$ cat src/inc/uvp_pkg.sv
// Purpose: Shared constants and types for the UV EPROM programmer/reader controller.
// Assumes: 50 MHz system clock; device pins driven directly from flops.
// Notes: Functional notes below; voltage levels are modelled as qualifier outputs.
package uvp_pkg;

  localparam int ADDR_W = 16;
  localparam int DATA_W = 8;
  localparam logic [ADDR_W-1:0] ADDR_LAST = 16'hFFFF;
  localparam logic [ADDR_W-1:0] ADDR_ZERO = 16'h0000;
  localparam logic [DATA_W-1:0] ERASED_BYTE = 8'hFF;
  localparam int PARITY_BIT = 7;

  // Timing figures in their own units, converted at 50 MHz.
  localparam int CLK_MHZ = 50;
  localparam int PROG_PULSE_US = 100;
  localparam int PROG_PULSE_CYC = PROG_PULSE_US * CLK_MHZ;
  localparam int ACCESS_NS = 45;
  localparam int CLK_NS = 20;
  localparam int ACCESS_CYC = (ACCESS_NS + CLK_NS - 1) / CLK_NS;
  localparam int SYNC_STAGES = 2;
  localparam int MAX_PULSES = 25;
  localparam int CNT_W = 16;
  localparam int PULSE_W = 5;
  localparam logic [PULSE_W-1:0] MAX_PULSES_V = 5'(MAX_PULSES);

  // Command codes presented on the user port.
  typedef enum logic [1:0] {
    UVP_CMD_READ = 2'h0,
    UVP_CMD_PROG = 2'h1,
    UVP_CMD_IDREAD = 2'h2,
    UVP_CMD_FINAL = 2'h3
  } uvp_cmd_t;

  // Result codes.
  typedef enum logic [1:0] {
    UVP_RES_OK = 2'h0,
    UVP_RES_FAIL = 2'h1,
    UVP_RES_MISMATCH = 2'h2
  } uvp_res_t;

  // Device pin bundle driven by the controller.
  typedef struct packed {
    logic [ADDR_W-1:0] addr;
    logic chip_sel_n;
    logic out_en_n;
    logic prog_volt;
    logic id_volt;
    logic prog_supply;
  } uvp_pins_t;

endpackage

$ cat src/core/uvp_ctrl.sv
// Purpose: Host-side controller that reads, programs and identifies a UV EPROM.
// Assumes: Device data pins are sampled through two flops; voltages are qualifier outputs.
// Notes: One command at a time; busy is high from acceptance until done.
`timescale 1ns/10ps
module uvp_ctrl
  import uvp_pkg::*;
(
  // Clock and reset
  input wire logic SYS_CLK_I,
  input wire logic RESETN_I,
  // User command port
  input wire logic CMD_VALID_I,
  input wire uvp_cmd_t CMD_I,
  input wire logic [ADDR_W-1:0] CMD_ADDR_I,
  input wire logic [DATA_W-1:0] CMD_DATA_I,
  output logic BUSY_O,
  output logic DONE_O,
  output uvp_res_t RESULT_O,
  output logic [DATA_W-1:0] RDATA_O,
  output logic [PULSE_W-1:0] PULSES_O,
  // Source data for the final compare pass
  output logic SRC_REQ_O,
  output logic [ADDR_W-1:0] SRC_ADDR_O,
  input wire logic [DATA_W-1:0] SRC_DATA_I,
  // Device pins
  output uvp_pins_t PINS_O,
  output logic [DATA_W-1:0] DATA_LINES_O,
  output logic DATA_LINES_OE_O,
  input wire logic [DATA_W-1:0] DATA_LINES_I
);

  typedef enum logic [7:0] {
    S_IDLE = 8'h01,
    S_SETUP = 8'h02,
    S_PULSE = 8'h04,
    S_REC = 8'h08,
    S_VERIFY = 8'h10,
    S_SAMPLE = 8'h20,
    S_FINISH = 8'h40,
    S_SRC = 8'h80
  } uvp_state_t;

  uvp_state_t state_q;
  uvp_cmd_t cmd_q;
  logic [DATA_W-1:0] wdata_q;
  logic [DATA_W-1:0] sync1_q;
  logic [DATA_W-1:0] sync2_q;
  logic tmr_load;
  logic [CNT_W-1:0] tmr_count;
  logic tmr_done;
  logic [CNT_W-1:0] access_cnt;

  function automatic logic odd_parity_ok(input logic [DATA_W-1:0] b);
    odd_parity_ok = ^b;
  endfunction

  // Sampling waits the access time plus the two synchroniser stages.
  assign access_cnt = CNT_W'(ACCESS_CYC + SYNC_STAGES);

  uvp_timer u_timer (
    .clk_i(SYS_CLK_I),
    .resetn_i(RESETN_I),
    .load_i(tmr_load),
    .count_i(tmr_count),
    .done_o(tmr_done)
  );

  always_ff @(posedge SYS_CLK_I or negedge RESETN_I)
  begin
    if (!RESETN_I)
    begin
      sync1_q <= '0;
      sync2_q <= '0;
    end
    else
    begin
      sync1_q <= DATA_LINES_I;
      sync2_q <= sync1_q;
    end
  end

  always_comb
  begin
    tmr_load = 1'b0;
    tmr_count = access_cnt;
    case (state_q)
      S_SETUP:
      begin
        tmr_load = 1'b1;
        // The pulse ends one cycle after done, so one less keeps it at exactly the pulse length.
        tmr_count = (cmd_q == UVP_CMD_PROG) ? CNT_W'(PROG_PULSE_CYC - 1) : access_cnt;
      end
      S_REC:
      begin
        tmr_load = 1'b1;
      end
      default:
      begin
        tmr_load = 1'b0;
      end
    endcase
  end

  always_ff @(posedge SYS_CLK_I or negedge RESETN_I)
  begin
    if (!RESETN_I)
    begin
      state_q <= S_IDLE;
      cmd_q <= UVP_CMD_READ;
      wdata_q <= ERASED_BYTE;
      PINS_O <= '{addr: ADDR_ZERO, chip_sel_n: 1'b1, out_en_n: 1'b1, prog_volt: 1'b0, id_volt: 1'b0,
                  prog_supply: 1'b0};
      DATA_LINES_O <= '0;
      DATA_LINES_OE_O <= 1'b0;
      BUSY_O <= 1'b0;
      DONE_O <= 1'b0;
      RESULT_O <= UVP_RES_OK;
      RDATA_O <= '0;
      PULSES_O <= '0;
      SRC_REQ_O <= 1'b0;
      SRC_ADDR_O <= ADDR_ZERO;
    end
    else
    begin
      DONE_O <= 1'b0;
      SRC_REQ_O <= 1'b0;
      case (state_q)
        S_IDLE:
        begin
          // Idle parks the device in standby with its outputs floating.
          PINS_O.chip_sel_n <= 1'b1;
          PINS_O.out_en_n <= 1'b1;
          PINS_O.prog_volt <= 1'b0;
          PINS_O.id_volt <= 1'b0;
          PINS_O.prog_supply <= 1'b0;
          DATA_LINES_OE_O <= 1'b0;
          if (CMD_VALID_I)
          begin
            cmd_q <= CMD_I;
            BUSY_O <= 1'b1;
            PULSES_O <= '0;
            RESULT_O <= UVP_RES_OK;
            wdata_q <= CMD_DATA_I;
            state_q <= S_SETUP;
            if (CMD_I == UVP_CMD_IDREAD)
            begin
              // Only bit zero may vary while the identifier voltage is on bit nine.
              PINS_O.addr <= {{(ADDR_W-1){1'b0}}, CMD_ADDR_I[0]};
              PINS_O.id_volt <= 1'b1;
            end
            else if (CMD_I == UVP_CMD_FINAL)
            begin
              // Final compare runs at normal supply from the first address.
              PINS_O.addr <= ADDR_ZERO;
              SRC_ADDR_O <= ADDR_ZERO;
            end
            else
            begin
              PINS_O.addr <= CMD_ADDR_I;
            end
            if (CMD_I == UVP_CMD_PROG)
            begin
              // Raised supply and program voltage, all data lines driven together.
              PINS_O.prog_supply <= 1'b1;
              PINS_O.prog_volt <= 1'b1;
              DATA_LINES_O <= CMD_DATA_I;
              DATA_LINES_OE_O <= 1'b1;
            end
          end
        end
        S_SETUP:
        begin
          // Address is stable first; chip select then opens the access or the pulse.
          PINS_O.chip_sel_n <= 1'b0;
          if (cmd_q == UVP_CMD_PROG)
          begin
            PULSES_O <= PULSES_O + PULSE_W'(1);
            state_q <= S_PULSE;
          end
          else
          begin
            PINS_O.out_en_n <= 1'b0;
            state_q <= S_SAMPLE;
          end
        end
        S_PULSE:
        begin
          if (tmr_done)
          begin
            // Chip select returns high to end the pulse; this also inhibits the rest of an array.
            PINS_O.chip_sel_n <= 1'b1;
            PINS_O.prog_volt <= 1'b0;
            DATA_LINES_OE_O <= 1'b0;
            state_q <= S_REC;
          end
        end
        S_REC:
        begin
          // Verify with both selects low; the device now drives the byte.
          PINS_O.chip_sel_n <= 1'b0;
          PINS_O.out_en_n <= 1'b0;
          state_q <= S_VERIFY;
        end
        S_VERIFY:
        begin
          if (tmr_done)
          begin
            PINS_O.out_en_n <= 1'b1;
            PINS_O.chip_sel_n <= 1'b1;
            RDATA_O <= sync2_q;
            if (sync2_q == wdata_q)
            begin
              RESULT_O <= UVP_RES_OK;
              state_q <= S_FINISH;
            end
            else if (PULSES_O >= MAX_PULSES_V)
            begin
              // Give up after the maximum number of pulses.
              RESULT_O <= UVP_RES_FAIL;
              state_q <= S_FINISH;
            end
            else
            begin
              // Another fixed pulse; bits can only fall from one to zero.
              PINS_O.prog_volt <= 1'b1;
              DATA_LINES_O <= wdata_q;
              DATA_LINES_OE_O <= 1'b1;
              state_q <= S_SETUP;
            end
          end
        end
        S_SAMPLE:
        begin
          if (tmr_done)
          begin
            RDATA_O <= sync2_q;
            PINS_O.out_en_n <= 1'b1;
            PINS_O.chip_sel_n <= 1'b1;
            if (cmd_q == UVP_CMD_IDREAD)
            begin
              // Identifier bytes must show odd parity on the top line.
              RESULT_O <= odd_parity_ok(sync2_q) ? UVP_RES_OK : UVP_RES_FAIL;
              state_q <= S_FINISH;
            end
            else if (cmd_q == UVP_CMD_FINAL)
            begin
              SRC_REQ_O <= 1'b1;
              state_q <= S_SRC;
            end
            else
            begin
              state_q <= S_FINISH;
            end
          end
        end
        S_SRC:
        begin
          // Source byte arrives one cycle after the request.
          if (!SRC_REQ_O)
          begin
            if (RDATA_O != SRC_DATA_I)
            begin
              RESULT_O <= UVP_RES_MISMATCH;
              state_q <= S_FINISH;
            end
            else if (PINS_O.addr == ADDR_LAST)
            begin
              state_q <= S_FINISH;
            end
            else
            begin
              PINS_O.addr <= PINS_O.addr + ADDR_W'(1);
              SRC_ADDR_O <= SRC_ADDR_O + ADDR_W'(1);
              state_q <= S_SETUP;
            end
          end
        end
        S_FINISH:
        begin
          PINS_O.prog_supply <= 1'b0;
          PINS_O.id_volt <= 1'b0;
          BUSY_O <= 1'b0;
          DONE_O <= 1'b1;
          state_q <= S_IDLE;
        end
        default:
        begin
          state_q <= S_IDLE;
        end
      endcase
    end
  end

endmodule

$ cat src/core/uvp_timer.sv
// Purpose: Cycle countdown used for pulse widths and access waits.
// Assumes: Single clock domain; load takes priority over counting.
// Notes: done pulses for one cycle when the count reaches its end.
`timescale 1ns/10ps
module uvp_timer
  import uvp_pkg::*;
(
  // Clock and reset
  input wire logic clk_i,
  input wire logic resetn_i,
  // Control
  input wire logic load_i,
  input wire logic [CNT_W-1:0] count_i,
  // Status
  output logic done_o
);

  logic [CNT_W-1:0] cnt_q;
  logic run_q;

  always_ff @(posedge clk_i or negedge resetn_i)
  begin
    if (!resetn_i)
    begin
      cnt_q <= '0;
      run_q <= 1'b0;
      done_o <= 1'b0;
    end
    else if (load_i)
    begin
      cnt_q <= count_i;
      run_q <= 1'b1;
      done_o <= 1'b0;
    end
    else if (run_q)
    begin
      done_o <= (cnt_q == CNT_W'(1));
      run_q <= (cnt_q != CNT_W'(1));
      cnt_q <= cnt_q - CNT_W'(1);
    end
    else
    begin
      done_o <= 1'b0;
    end
  end

endmodule

$ cat config.mk
export PLATFORM = sky130hd
export DESIGN_NAME = uvp_ctrl
export DESIGN_NICKNAME = d
export VERILOG_FILES = /design/src/inc/uvp_pkg.sv /design/src/core/uvp_ctrl.sv /design/src/core/uvp_timer.sv
export SDC_FILE = /design/constraint.sdc
export NUM_CORES = 1
export LEC_CHECK = 0
export BUFFER_PORTS_ARGS = -buffer_cell sky130_fd_sc_hd__clkbuf_2
export CORE_MARGIN = 3
export CORE_UTILIZATION = 60
export CTS_BUF_LIST = sky130_fd_sc_hd__clkbuf_16
export DETAILED_ROUTE_END_ITERATION = 8
export PLACE_DENSITY_LB_ADDON = 0.12
export SETUP_SLACK_MARGIN = 0.4
export SYNTH_ARGS = -nofsm -noshare
export SYNTH_HDL_FRONTEND = slang
export SYNTH_SLANG_ARGS = --single-unit
$ cat constraint.sdc
create_clock -name SYS_CLK_I -period 5.4 [get_ports SYS_CLK_I]
set_input_delay 0.54 -clock SYS_CLK_I [delete_from_list [all_inputs] [get_ports SYS_CLK_I]]
set_output_delay 0.54 -clock SYS_CLK_I [all_outputs]
set_load 0.03 [all_outputs]
==> Word level (Yosys, flattened, before mapping) <==
Index checks and enable logic that the tools add are counted.
{ "totals": {"register_bits": 116, "latchBits": 0, "ram_bits": 0, "romBits": 0, "out_inout_bits": 64, "elab_cells": 167, "n_memories": 0} }
{ "classes": {"add_sub_neg": 4, "n_mul": 0, "div_mod_pow": 0, "n_lt_le_gt_ge": 1, "n_eq_ne": 36, "shift": 0, "mux": 79, "n_bitwise": 0, "reduce_logical": 24} }
{ "op_table": {"columns": ["cell", "n"], "rows": [
  ["16-bit 2-to-1 mux", 14],
  ["8-bit 2-to-1 mux", 13],
  ["16-bit one-hot mux with 2 select lines", 2],
  ["8-bit one-hot mux with 7 select lines", 1],
  ["16-bit by 1-bit adder with 16-bit output, second input constant", 2],
  ["13-bit 2-to-1 mux", 2],
  ["2-bit inequality test, second input constant", 13],
  ["1-bit 2-to-1 mux", 21],
  ["7-bit 2-to-1 mux", 3],
  ["2-bit 2-to-1 mux", 9],
  ["16-bit by 1-bit equality test with 1-bit output, second input constant", 1],
  ["16-bit equality test, second input constant", 1],
  ["16-bit by 1-bit inequality test with 1-bit output, second input constant", 1],
  ["8-bit one-hot mux with 2 select lines", 1],
  ["16-bit by 1-bit subtractor with 16-bit output, second input constant", 1],
  ["5-bit AND reduction", 3],
  ["5-bit 2-to-1 mux", 2],
  ["1-bit one-hot mux with 5 select lines", 2],
  ["5-bit one-hot mux with 2 select lines", 1],
  ["2-bit nonzero test", 5],
  ["5-bit nonzero test", 2],
  ["2-bit equality test, second input constant", 4],
  ["8-bit by 1-bit equality test with 1-bit output, second input constant", 1],
  ["8-bit by 2-bit equality test with 1-bit output, second input constant", 1],
  ["other kinds (29)", 38]
]} }

==> Depth between registers and ports, before layout <==
{ "depth": {"depth_word": 5, "ltp_mapped": 9, "depth_no_buf": 7} }

==> Cells and area by module <==
From an unflattened synthesis, not the netlist that was laid out.
{ "unflattened": {"hier_cells": 585, "area_unflattened_um2": 6015.8} }
{ "by_module_without_submodules": {"columns": ["mod", "instances", "cells_each", "area_per_inst_um2"], "rows": [
  ["uvp_ctrl", 1, 479, 4976.0],
  ["uvp_timer", 1, 106, 1039.7]
]} }

==> Worst setup path before layout <==
Ideal clock, no wire load.
{ "synth_timing": {"path_kind": "reg-to-reg", "startpoint": "register PINS_O[5] (netlist name)", "endpoint": "register SRC_ADDR_O[8]", "setup_time_ps": 119, "t_arrival_ps": 2188, "required_ps": 5281, "setup_slack_ps": 3093, "stages_incl_launch_ff": 10, "n_path_buf": 2, "path_cell_list": "dfrtp_1 ha_1 nand3_1 or4_4 o211ai_2 or3_1 buf_6 buf_8 nor2_1 o21a_1"} }
{ "synth_via": {"elab_chain_len": 3} }
{ "synth_lines": {"columns": ["item", "line", "text"], "rows": [
  ["start: declaration", "uvp_ctrl.sv:26", "output uvp_pins_t PINS_O,"],
  ["start signal: assignment", "uvp_ctrl.sv:111", "PINS_O <= '{addr: ADDR_ZERO, chip_sel_n: 1'b1, out_en_n: 1'b1, prog_volt: 1'b0, id_volt: 1'b0,"],
  ["16-bit equality test", "uvp_ctrl.sv:266", "else if (PINS_O.addr == ADDR_LAST)"],
  ["2-bit inequality test (no source line)", null, null],
  ["7-bit AND reduction (no source line)", null, null],
  ["end signal: assignment", "uvp_ctrl.sv:273", "SRC_ADDR_O <= SRC_ADDR_O + ADDR_W'(1);"],
  ["end: declaration", "uvp_ctrl.sv:23", "output logic [ADDR_W-1:0] SRC_ADDR_O,"]
]} }
No other way between the ends.
A chain may end at the register's enable or synchronous reset.

==> Final worst setup path <==
{ "layout_timing": {"startpoint": "register state_q[2]", "endpoint": "register PINS_O[6] (netlist name)"} }
{ "layout_via": {"elab_chain_len": 3} }
{ "layout_lines": {"columns": ["item", "line", "text"], "rows": [
  ["start: declaration", "uvp_ctrl.sv:43", "uvp_state_t state_q;"],
  ["start signal: assignment", "uvp_ctrl.sv:108", "state_q <= S_IDLE;"],
  ["start signal: assignment", "uvp_ctrl.sv:144", "state_q <= S_SETUP;"],
  ["start signal: assignment", "uvp_ctrl.sv:178", "state_q <= S_PULSE;"],
  ["8-bit equality test / 8-bit by 1-bit equality test with 1-bit output (equally long branches)", "uvp_ctrl.sv:127", "case (state_q)"],
  ["2-bit inequality test (no source line) / 2-bit nonzero test (equally long branches)", null, null],
  ["5-bit AND reduction (no source line)", null, null]
]} }
Parallel ways exist; a longest one is shown, timed or not.

==> qor.csv <==
stage,metric,value,unit
run_status,run status,finished clean,
yosys,ys flop type,dfrtp_1,
placement,IO Port Bufs,108,
cts,CTS Hold Bufs,0,
cts,Resize count post-CTS,0,
placement,gpl congestion,0.873,
pwr,peak supply drop,430,uV
cts,clock root buffer,clkbuf_16,
pwr,Power Density,554,nW/um2
sta,Worst Skew,0.00631,ns
detailed_routing,Via Count,4996,
yosys,cell area after synthesis,5970,um2
die,row count,35,
yosys,largest family of logic cells by synthesized area,simple AND/OR/NAND/NOR gates,
job,Max-cap violations,0,
pwr,Clk pwr share,0.299,
cts,CTS sink cnt,115,
cts,Clock Latency Late Sink,0.41,ns
die,chip height,106,um
worst_setup_path,crit path max fanout,32,
yosys,Cell variety after synth,61,
yosys,"EDFF count, synth",0,
yosys,Yosys top cell area share,0.436,
yosys,Synth Area in XOR/XNOR,0.0514,
cts,"Clk pin slew, worst setup/hold paths",0.06,ns
cts,# H-tree levels,4,
worst_setup_path,Setup CP Type,flip-flop to flip-flop,
yosys,cell count after synthesis,591,
cts,Inserted Clock Buffers,17,
pwr,internal power of the cells,2410,uW
die,Starting Density,0.631,
layout,area growth from synthesis to layout,20.1,%
layout,"commonest non-fill, non-tap cells in the layout","clkbuf_2 (107), dfrtp_1 (104), a21oi_1 (59), nor2_1 (49), o21ai_0 (42)",
layout,share of cells above drive strength 1,0.298,
layout,"commonest non-fill, non-tap cell in the layout",clkbuf_2,
sta,fin crit share,0.619,
yosys,Syn Nets,642,
yosys,Avg Inst Size Synth,10.1,um2
worst_setup_path,Worst EP required,5.70,ns
yosys,Post-Synth Adder-Cell Area,0.0126,
die,Die Area,11200,um2
yosys,Synth area leader,dfrtp_1,
layout,n_diodes,0,
cts,CTS tree,done,
global_route,initial antenna violation count,0,
cts,Setup Buffers After CTS,0,
yosys,most area-consuming cells after synthesis,"dfrtp_1 (44%), mux2_2 (7.2%), a21oi_1 (4.9%)",
pwr,combinational share of power,0.353,
sta,# setup viols final,0,
pwr,Flop pwr share,0.348,
global_route,vias in the first global route,4827,
yosys,YS warnings,0,
sta,total negative slack,0,ns
yosys,post-synthesis mux area share,0.0717,
sta,Slew HR,0.184,
detailed_routing,Avg WL per Cell,17.4,um
die,I/O Pins,109,
pwr,total power,3970,uW
cts,Bufs on Longest Clock Path,2,
pwr,Switch Pwr,1560,uW
sta,Fin. Hold Viols,0,
worst_setup_path,startpoint types,flip-flop,
worst_setup_path,WP data arrival,3.64,ns
global_route,first-pass GRT wire length,23600,um
global_route,Global Route Usage Sum,0.266,
sta,Slew @ Worst Pin,1.22,ns
layout,Final nets,742,
sta,f_max,0.299,GHz
detailed_routing,# DRC,0,
worst_setup_path,crit end category,flip-flop,
pwr,switching share of power,0.393,
die,die extent in x,106,um
global_route,largest net degree at the start of global routing,65,
min_path,min-delay worst type,primary input to asynchronous set/reset pin,
die,Core Region,9460,um2
detailed_routing,Iteration-0 DRC Markers,366,
sta,RSZ-0062 raised after global routing,false,
placement,dpl hpwl,10000,um
sta,min cycle time layout,3.34,ns
yosys,Synth Area in Compound Gates,0.163,
detailed_routing,via/cell ratio,6.00,
detailed_routing,TritonRoute pass-1 iters,4,
yosys,synthesis-stage register bit count,115,
yosys,"Seq/Total Area, Yosys",0.485,
detailed_routing,Routed Antenna Nets,0,
sta,Slew Limit Fails,0,
yosys,fraction of registers with async set/reset,1.00,
pwr,Leak,0.00326,uW
global_route,grt ovf,0,
yosys,Post-Synth Simple-Gate Area,0.185,
detailed_routing,Total Wirelength,14500,um
## cell usage after synthesis, drive strengths merged, types with 4 or more instances
cell type and count:
dfstp 11, clkbuf 17, nor4 13, buf 14, dfrtp 104, nand3 22
o22ai 4, nor2b 5, nor3 12, nor2 50, nand4b 5, a31oi 16
inv 8, and2 4, xor2 16, a21oi 59, nand2b 5, or3 6
o211ai 5, o31ai 9, nand4 10, nand2 40, o21ai 43, xnor2 19
ha 6, a21o 6, mux2 38, and3 10
## cell type report
cell class                 count  area (um2)
sequential                   115        2890
inverter                       8        30.0
tap                          129         161
fill                         674        2290
clock buffer                  17         425
timing repair buffer         112         573
multi-input combinational    437        2880
clock inverter                15         205
## layer usage
layer / GRT usage / wire length, um / vias to the layer above / share of wire
li1: - / - / 2361 / -
met1: 0.340 / 6050 / 2426 / 0.42
met2: 0.442 / 7250 / 183 / 0.50
met3: 0.0680 / 906 / 26 / 0.063
met4: 0.0879 / 253 / 0 / 0.017
met5: 0 / 0 / - / 0
## sequential cells by signal, indices dropped and copies added, names as in the netlist, 2 cells and up
register and cells:
PINS_O 20, SRC_ADDR_O 16, u_timer.cnt_q 16, DATA_LINES_O 8, RDATA_O 8, state_q 8, sync1_q 8, sync2_q 8
wdata_q 8, PULSES_O 5, RESULT_O 2, cmd_q 2
## power groups by stage
stage               Sequential, uW  Clock (uW)  Combinational [uW]
floorplan                     1530           0                 862
global placement              1370           0                1350
detailed placement            1390           0                1390
CTS                           1380        1200                1400
global route                  1410        1250                1530
finish                        1380        1190                1400
## worst paths after layout
path                                  from                to  slack, ns  depth (start not counted)
max                             state_q[2]         PINS_O[6]       2.06                          5
min                               RESETN_I  u_timer.cnt_q[5]       0.17                          1
max reg2reg                     state_q[2]         PINS_O[6]       2.06                          5
min reg2reg                     sync1_q[4]        sync2_q[4]       0.35                          0
max in group asynchronous         RESETN_I        sync1_q[1]       3.97                          2
min in group SYS_CLK_I     DATA_LINES_I[4]        sync1_q[4]       0.23                          1
## through the flow
step                 util  instances  hold WS, ns  setup WS, ns  area, um2
global placement    0.691        801        0.334          2.12       6540
CTS                 0.758        833        0.180          2.08       7170
detailed placement  0.691        801        0.335          2.08       6540
finish              0.758        833        0.168          2.06       7170
floorplan               -        591        0.244          3.09       5970
global route        0.758        833        0.205          1.81       7170
## kinds of logic after synthesis
| family | after synthesis |
|---|---|
| simple gates | 197 |
| compound gates | 161 |
| flops | 115 |
| buf+inv | 39 |
| mux | 38 |
| xor+xnor | 35 |
| fa+ha+maj | 6 |
## critical path: stages (launching register included)
cell and delay, ns:
dfrtp_1 0.50, nor4_4 0.33, nand4b_2 0.66, or2_2 0.56, a21oi_1 0.76, mux2_2 0.42
Power figures use the tool's default switching activity.
